[config.mk]
export PLATFORM = sky130hd
export DESIGN_NAME = jbs_tap
export DESIGN_NICKNAME = d
export VERILOG_FILES = /design/src/logic/jbs_pkg.sv /design/src/logic/jbs_tap.sv
export SDC_FILE = /design/constraint.sdc
export NUM_CORES = 1
export LEC_CHECK = 0
export BUFFER_PORTS_ARGS = -buffer_cell sky130_fd_sc_hd__buf_4
export CORE_ASPECT_RATIO = 1.1
export CORE_UTILIZATION = 50
export CTS_CLUSTER_DIAMETER = 200
export DETAILED_ROUTE_END_ITERATION = 7
export PLACE_DENSITY_LB_ADDON = 0.1
export SYNTH_ARGS = -nofsm -noshare
export SYNTH_HDL_FRONTEND = slang
export SYNTH_SLANG_ARGS = --single-unit
[constraint.sdc]
create_clock -name mclk_in -period 4.3 [get_ports mclk_in]
set_input_delay 0.215 -clock mclk_in [delete_from_list [all_inputs] [get_ports mclk_in]]
set_output_delay 0.215 -clock mclk_in [all_outputs]
set_load 0.005 [all_outputs]
[src/logic/jbs_pkg.sv]
// package: constants and types for the boundary-scan test access port
// Overview of operation
// - standard four-pin test port with boundary scan
// - test pins become user pins when disabled
// - SAMPLE captures pins, preloads boundary pattern
// - EXTEST drives boundary pattern, captures pin inputs
// - BYPASS puts one-stage register between TDI/TDO
// - IDCODE shifts identification word out TDO
// - USERCODE selects 32-bit user code register
// - signature read shifts 16-bit signature register
// - programming instruction (ISP load) accepted through test port
// - instruction register is exactly ten bits
// - boundary length 96, 192, 288, 480, 624
// - id word: version, part, maker, one
// - id word least significant bit is one
`default_nettype none
package jbs_pkg;
	localparam int IR_W   = 10;
	localparam int WORD_W = 32;
	localparam int SIG_W  = 16;
	localparam logic [9:0] IR_EXTEST   = 10'h000;
	localparam logic [9:0] IR_SAMPLE   = 10'h055;
	localparam logic [9:0] IR_IDCODE   = 10'h059;
	localparam logic [9:0] IR_USERCODE = 10'h007;
	localparam logic [9:0] IR_SIGREAD  = 10'h079;
	localparam logic [9:0] IR_ISP_LOAD = 10'h203;
	localparam logic [9:0] IR_BYPASS   = 10'h3ff;
	// fixed pattern loaded into the instruction shifter at Capture-IR
	localparam logic [9:0] IR_CAPTURE  = 10'h001;

	typedef enum logic [3:0] {
		TLR, RTI, SEL_DR, CAP_DR, SH_DR, EX1_DR, PAU_DR, EX2_DR, UPD_DR,
		SEL_IR, CAP_IR, SH_IR, EX1_IR, PAU_IR, EX2_IR, UPD_IR
	} jbs_tap_t;

	typedef enum logic [2:0] {
		DR_BYP, DR_BSR, DR_ID, DR_UC, DR_SIG, DR_ISP
	} jbs_dr_t;

	typedef struct packed {
		logic [3:0]  version;
		logic [15:0] part;
		logic [10:0] maker;
		logic        one;
	} jbs_id_t;

	typedef struct packed {
		logic tck;
		logic tms;
		logic tdi;
	} jbs_jpins_t;
endpackage
`default_nettype wire

[src/logic/jbs_tap.sv]
// test access port, instruction decode and scan registers
`timescale 1ns/1ps
`default_nettype none
module jbs_tap #(
	parameter int          BSR_LEN    = 96,
	parameter logic [3:0]  ID_VERSION = 4'h2,     // arbitrary value
	parameter logic [15:0] ID_PART    = 16'h1234, // arbitrary value
	parameter logic [10:0] ID_MAKER   = 11'h0aa   // arbitrary value
) (
	input  wire logic               mclk_in,       // system clock
	input  wire logic               rst_n_in,      // async reset
	input  wire logic               tap_en_in,     // test port enabled
	input  wire jbs_pkg::jbs_jpins_t jtag_pins_in, // tck, tms, tdi pins
	input  wire logic [31:0]        usercode_in,   // programmed user code
	input  wire logic [15:0]        sig_in,        // user signature
	input  wire logic [BSR_LEN-1:0] core_out_in,   // core pin drive
	input  wire logic [BSR_LEN-1:0] pin_in,        // pad levels
	output logic                    tdo_out,       // test data out
	output logic                    tdo_oe_n_out,  // low drives tdo
	output logic [BSR_LEN-1:0]      pad_out,       // pad drive
	output jbs_pkg::jbs_jpins_t     user_pins_out, // pins as user inputs
	output logic [31:0]             isp_data_out,  // programming word
	output logic                    isp_stb_out    // programming word pulse
);
	import jbs_pkg::*;

	// refuse densities the device family does not build
	if (BSR_LEN != 96 && BSR_LEN != 192 && BSR_LEN != 288 &&
	    BSR_LEN != 480 && BSR_LEN != 624)
		$error("unsupported boundary length");

	localparam jbs_id_t ID_WORD = '{ID_VERSION, ID_PART, ID_MAKER, 1'b1};

	typedef struct packed {
		jbs_jpins_t           s1;
		jbs_jpins_t           s2;
		jbs_jpins_t           s3;
		logic                 tck_lvl;
		jbs_tap_t             tap;
		logic [IR_W-1:0]      ir_sh;
		logic [IR_W-1:0]      ir;
		logic [BSR_LEN-1:0]   p1;
		logic [BSR_LEN-1:0]   p2;
		logic [BSR_LEN-1:0]   p3;
		logic [BSR_LEN-1:0]   pin_lvl;
		logic [BSR_LEN-1:0]   bsr_sh;
		logic [BSR_LEN-1:0]   bsr_upd;
		logic [WORD_W-1:0]    dr32;
		logic [SIG_W-1:0]     sig_sh;
		logic                 byp;
		logic                 tdo;
		logic                 tdo_oe_n;
		logic [BSR_LEN-1:0]   pad;
		jbs_jpins_t           upin;
		logic [WORD_W-1:0]    isp;
		logic                 isp_stb;
	} jbs_st_t;

	jbs_st_t q_reg;
	jbs_st_t q_next;
	logic    rise;
	logic    fall;
	jbs_dr_t sel;

	// standard sixteen-state controller steered by tms
	function automatic jbs_tap_t tap_next(input jbs_tap_t s, input logic m);
		case (s)
			TLR:     tap_next = m ? TLR : RTI;
			RTI:     tap_next = m ? SEL_DR : RTI;
			SEL_DR:  tap_next = m ? SEL_IR : CAP_DR;
			CAP_DR:  tap_next = m ? EX1_DR : SH_DR;
			SH_DR:   tap_next = m ? EX1_DR : SH_DR;
			EX1_DR:  tap_next = m ? UPD_DR : PAU_DR;
			PAU_DR:  tap_next = m ? EX2_DR : PAU_DR;
			EX2_DR:  tap_next = m ? UPD_DR : SH_DR;
			UPD_DR:  tap_next = m ? SEL_DR : RTI;
			SEL_IR:  tap_next = m ? TLR : CAP_IR;
			CAP_IR:  tap_next = m ? EX1_IR : SH_IR;
			SH_IR:   tap_next = m ? EX1_IR : SH_IR;
			EX1_IR:  tap_next = m ? UPD_IR : PAU_IR;
			PAU_IR:  tap_next = m ? EX2_IR : PAU_IR;
			EX2_IR:  tap_next = m ? UPD_IR : SH_IR;
			UPD_IR:  tap_next = m ? SEL_DR : RTI;
			default: tap_next = TLR;
		endcase
	endfunction

	// unknown codes fall back to bypass so a chain never breaks
	function automatic jbs_dr_t dr_of(input logic [IR_W-1:0] i);
		case (i)
			IR_EXTEST, IR_SAMPLE: dr_of = DR_BSR;
			IR_IDCODE:            dr_of = DR_ID;
			IR_USERCODE:          dr_of = DR_UC;
			IR_SIGREAD:           dr_of = DR_SIG;
			IR_ISP_LOAD:          dr_of = DR_ISP;
			default:              dr_of = DR_BYP;
		endcase
	endfunction

	// edges count only once the second and third stages agree
	assign rise = (q_reg.s2.tck == q_reg.s3.tck) && q_reg.s3.tck && !q_reg.tck_lvl;
	assign fall = (q_reg.s2.tck == q_reg.s3.tck) && !q_reg.s3.tck && q_reg.tck_lvl;
	assign sel  = dr_of(q_reg.ir);

	// next state of the whole port
	always_comb
	begin
		q_next         = q_reg;
		q_next.s1      = jtag_pins_in;
		q_next.s2      = q_reg.s1;
		q_next.s3      = q_reg.s2;
		q_next.p1      = pin_in;
		q_next.p2      = q_reg.p1;
		q_next.p3      = q_reg.p2;
		// a pad bit counts once two stages agree, else it keeps its level
		q_next.pin_lvl = (q_reg.p2 & q_reg.p3) | (q_reg.pin_lvl & (q_reg.p2 | q_reg.p3));
		q_next.isp_stb = 1'b0;
		if (q_reg.s2.tck == q_reg.s3.tck)
			q_next.tck_lvl = q_reg.s3.tck;
		// pads follow core unless EXTEST owns them
		q_next.pad = (q_reg.ir == IR_EXTEST) ? q_reg.bsr_upd : core_out_in;
		if (!tap_en_in)
		begin
			// pins serve the user design, port held in reset
			q_next.tap      = TLR;
			q_next.ir       = IR_IDCODE;
			q_next.tdo_oe_n = 1'b1;
			q_next.upin     = q_reg.s3;
		end
		else if (rise)
		begin
			// tms and tdi sampled on the rising edge
			case (q_reg.tap)
				TLR:
					q_next.ir = IR_IDCODE;
				CAP_DR:
					case (sel)
						DR_BSR:  q_next.bsr_sh = q_reg.pin_lvl;
						DR_ID:   q_next.dr32 = ID_WORD;
						DR_UC:   q_next.dr32 = usercode_in;
						DR_SIG:  q_next.sig_sh = sig_in;
						DR_ISP:  q_next.dr32 = q_reg.isp;
						default: q_next.byp = 1'b0;
					endcase
				SH_DR:
					case (sel)
						DR_BSR:  q_next.bsr_sh = {q_reg.s3.tdi, q_reg.bsr_sh[BSR_LEN-1:1]};
						DR_ID, DR_UC, DR_ISP:
							q_next.dr32 = {q_reg.s3.tdi, q_reg.dr32[WORD_W-1:1]};
						DR_SIG:  q_next.sig_sh = {q_reg.s3.tdi, q_reg.sig_sh[SIG_W-1:1]};
						default: q_next.byp = q_reg.s3.tdi;
					endcase
				UPD_DR:
					if (sel == DR_BSR)
						q_next.bsr_upd = q_reg.bsr_sh;
					else if (sel == DR_ISP)
					begin
						q_next.isp     = q_reg.dr32;
						q_next.isp_stb = 1'b1;
					end
				CAP_IR:
					q_next.ir_sh = IR_CAPTURE;
				SH_IR:
					q_next.ir_sh = {q_reg.s3.tdi, q_reg.ir_sh[IR_W-1:1]};
				UPD_IR:
					q_next.ir = q_reg.ir_sh;
				default:
					q_next.ir = q_reg.ir;
			endcase
			q_next.tap = tap_next(q_reg.tap, q_reg.s3.tms);
		end
		else if (fall)
		begin
			// tdo moves only on the falling edge, a half period of margin
			q_next.tdo_oe_n = !(q_reg.tap == SH_DR || q_reg.tap == SH_IR);
			if (q_reg.tap == SH_IR)
				q_next.tdo = q_reg.ir_sh[0];
			else
				case (sel)
					DR_BSR:  q_next.tdo = q_reg.bsr_sh[0];
					DR_ID, DR_UC, DR_ISP:
						q_next.tdo = q_reg.dr32[0];
					DR_SIG:  q_next.tdo = q_reg.sig_sh[0];
					default: q_next.tdo = q_reg.byp;
				endcase
		end
	end

	// state register; idcode selected and tdo released at reset
	always_ff @(posedge mclk_in or negedge rst_n_in)
	begin
		if (!rst_n_in)
		begin
			q_reg          <= '0;
			q_reg.ir       <= IR_IDCODE;
			q_reg.tdo_oe_n <= 1'b1;
		end
		else
			q_reg <= q_next;
	end

	// outputs come straight from the state register
	assign tdo_out       = q_reg.tdo;
	assign tdo_oe_n_out  = q_reg.tdo_oe_n;
	assign pad_out       = q_reg.pad;
	assign user_pins_out = q_reg.upin;
	assign isp_data_out  = q_reg.isp;
	assign isp_stb_out   = q_reg.isp_stb;
endmodule
`default_nettype wire
==> impl_results.md <==
* Status: complete, no violations
* HP Start: usercode_in[8]
* Post-Synth Simple-Gate Area at 3.58%
* Worst Hold End: q_reg[159]
* Unrepaired setup endpoints after global routing: false
* Worst Setup End Kind: register
* Drt drc at 0
* Nets at 2682
* Post-synth EDFFs at 0
* Largest family of logic cells by synthesized area: multiplexers
* Max Cap Viol at 0
* TritonRoute pass-1 iters at 5
* Compound-Gate Fraction of Synth Area at 5.67%
* Fin. Hold Viols at 0
* CTS sink cnt at 793
* Tmin final at 2.91 ns
* XOR/XNOR share of the synthesized area at 0.0304%
* Hold crit path type: input port to register
* Library cells used by synthesis at 58
* Critical path class: register to register
* Final setup fails at 0
* Area grow syn2layout at 25.8%
* Share of synthesized registers carrying an async set or reset at 100%
* Power Density at 428 mW/mm^2
* Worst Path Required at 4.79 ns
* Worst R2R End: q_reg[143]
* DIE AREA at 0.0586 mm^2
* Sequential fraction of the synthesis area at 68.9%
* Min Hold Slack at 0.0459 ns
* Startpoint types: register
* Fmax at 344 MHz
* I/O pin count at 380
* Final HPWL DP at 37800 um
* Slew headroom at 24.5%
* Antenna violations before repair at 9
* Vias per std cell at 5.06
* Top cells by area, synth: dfrtp_1 (68%), mux2_2 (7.2%), mux2i_1 (3.8%), buf_4 (3.5%), maj3_1 (3.3%)
* Mapped Area at 0.0288 mm^2
* Reg2Reg Depth at 4
* Adder-cell share of the synthesized area at 3.42%
* Post-Route WL at 59800 um
* Seq cells post-synth at 793
* Leakage at 16.6 nW
* CTS tree: built
* CTS Buffer Depth at 3
* Clk slew on worst S/H paths at 0.06 ns
* Port buffer count at 379
* Critical path launch point: q_reg[781]
* Syn_area_per_cell at 14.8 um^2
* 1st-iter DRT viols at 957
* Grt ovf at 0
* DR WL/cell at 18.4 um
* Clock Latency Late Sink at 0.61 ns
* Top_reg_cell synth: dfrtp_1
* Initial Util at 51.0%
* GPL Wtd Cong at 0.814
* Cell Rows at 91
* Origin of the critical flop-to-flop path: q_reg[781]
* Reg-to-reg setup timing slack at 1.39 ns
* Worst-path fanout max at 32
* Clock Skew at 0.0123 ns
* Hold Path Depth at 4
* Vias at 16400
* H-tree levels at 3
* Count leader, synth: dfrtp_1
* Cts hold-fix bufs at 219
* Number of flip-flops in the largest register at 461
* TritonCTS buffer count at 80
* Post-route ant nets at 0
* Largest net degree at the start of global routing at 119
* Post-synth top cells: dfrtp_1 (788), mux2_2 (184), nand2_1 (166), buf_4 (135), mux2i_1 (110)
* Worst-Margin Slew at 1.13 ns
* Vias in the first global route at 17300
* Setup TNS at 0 ns
* Chip Height at 254 um
* Top-area cell type share of the netlist area at 68.4%
* Mux contribution to synthesized area at 13.2%
* Post-CTS sizing at 0
* Die Wd at 231 um
* Post-Syn Instances at 1953
* Area of the core at 0.0565 mm^2
* Clock Tree Root: clkbuf_16
* Post-Syn Nets at 2201
* Total track usage at 20.8%
* Synth area leader: dfrtp_1
* First-pass GRT wire length at 94900 um
* # Post-CTS Setup Buffers at 0
* Yosys warnings at 0
* Peak supply drop at 0.310 mV
* Share of post-route cells with drive strength above 1 at 30.9%
* Critical Path AT at 3.40 ns
* Tcrit/Tclk final at 67.6%
* Slew Viols, Final at 0
[layout by cell type, fill, tap and decap left out, types with 2 or more instances in the layout]
cell type / instances
nand3_4: 2
mux2i_1: 110
nor3_1: 7
nand3_1: 7
diode_2: 4
dfstp_2: 5
clkinv_2: 15
mux2_2: 184
inv_1: 7
a22o_1: 32
nand2_1: 166
o2bb2ai_1: 11
mux2_4: 40
buf_4: 394
buf_12: 8
clkbuf_16: 83
clkbuf_1: 21
dlygate4sd3_1: 219
clkbuf_8: 15
a22oi_1: 20
mux2_1: 3
o21ai_1: 80
maj3_1: 96
dfrtp_1: 788
and3b_1: 2
nand3b_1: 3
o21ai_0: 85
nor3b_1: 2
inv_6: 4
bufinv_16: 4
nor2b_1: 6
nor2_1: 4
a21oi_1: 16
and3_1: 4
ha_1: 2
nor2b_2: 2
nor4_1: 2
nand2b_1: 5
o22ai_1: 11
[cells by family after synthesis]
logic type,after synthesis
AO/OA/AOI/OAI,268
AND/OR/NAND/NOR,226
adder cells (fa/ha/maj),98
flip-flops,793
XOR/XNOR,1
multiplexers,337
buffers and inverters,230
[stage by stage]
step | instance area [um^2] | total power, W | util, % | setup slack, ns | instances
CTS | 36300 | 0.0157 | 64.2 | 1.39 | 3239
detailed placement | 31500 | 0.00867 | 55.7 | 1.39 | 2877
global route | 36300 | 0.0161 | 64.2 | 1.12 | 3242
finish | 36300 | 0.0155 | 64.2 | 1.39 | 3243
floorplan | 28800 | 0.00824 | - | 2.27 | 1953
global placement | 31500 | 0.00864 | 55.7 | 1.50 | 2877
[worst max-delay path: stages (launching register included)]
cell,delay [ns]
dfrtp_1,0.73
or3b_4,0.48
a211oi_4,0.37
nand3_1,0.76
o21ai_0,0.45
[report_power, final]
part | switching (W) | internal (W) | leakage [nW] | total (W)
registers | 0.000139 | 0.00775 | 9.93 | 0.00789
logic | 0.000330 | 0.000474 | 5.40 | 0.000804
clock network | 0.00278 | 0.00404 | 1.29 | 0.00682
total | 0.00325 | 0.0123 | 16.6 | 0.0155
[metal layers]
metal  vias to the layer above  routed length (um)  GRT usage, %
li1                       7602                   -             -
met1                      8302               27100          29.2
met2                       391               28000          32.4
met3                       101                3290          4.54
met4                        12                1340          7.04
met5                         -                  70             0
[worst max path at each step]
| stage | cells after the start | end |
|---|---|---|
| 2_1_floorplan | 7 | isp_data_out[10] |
| 3_3_place_gp | 5 | isp_data_out[27] |
| 3_5_place_dp | 5 | q_reg[138] |
| 4_1_cts | 5 | q_reg[138] |
| 5_1_grt | 5 | q_reg[150] |
| 6_report | 4 | q_reg[143] |
[layout make-up]
class | count | area, um^2
tap | 744 | 931
multi-input combinational | 930 | 7530
sequential | 793 | 19900
clock inverter | 24 | 238
fill | 4168 | 20200
clock buffer | 119 | 2360
inverter | 7 | 26.3
antenna | 4 | 10.0
timing repair buffer | 622 | 5330
(Power assumes the default switching activity.)
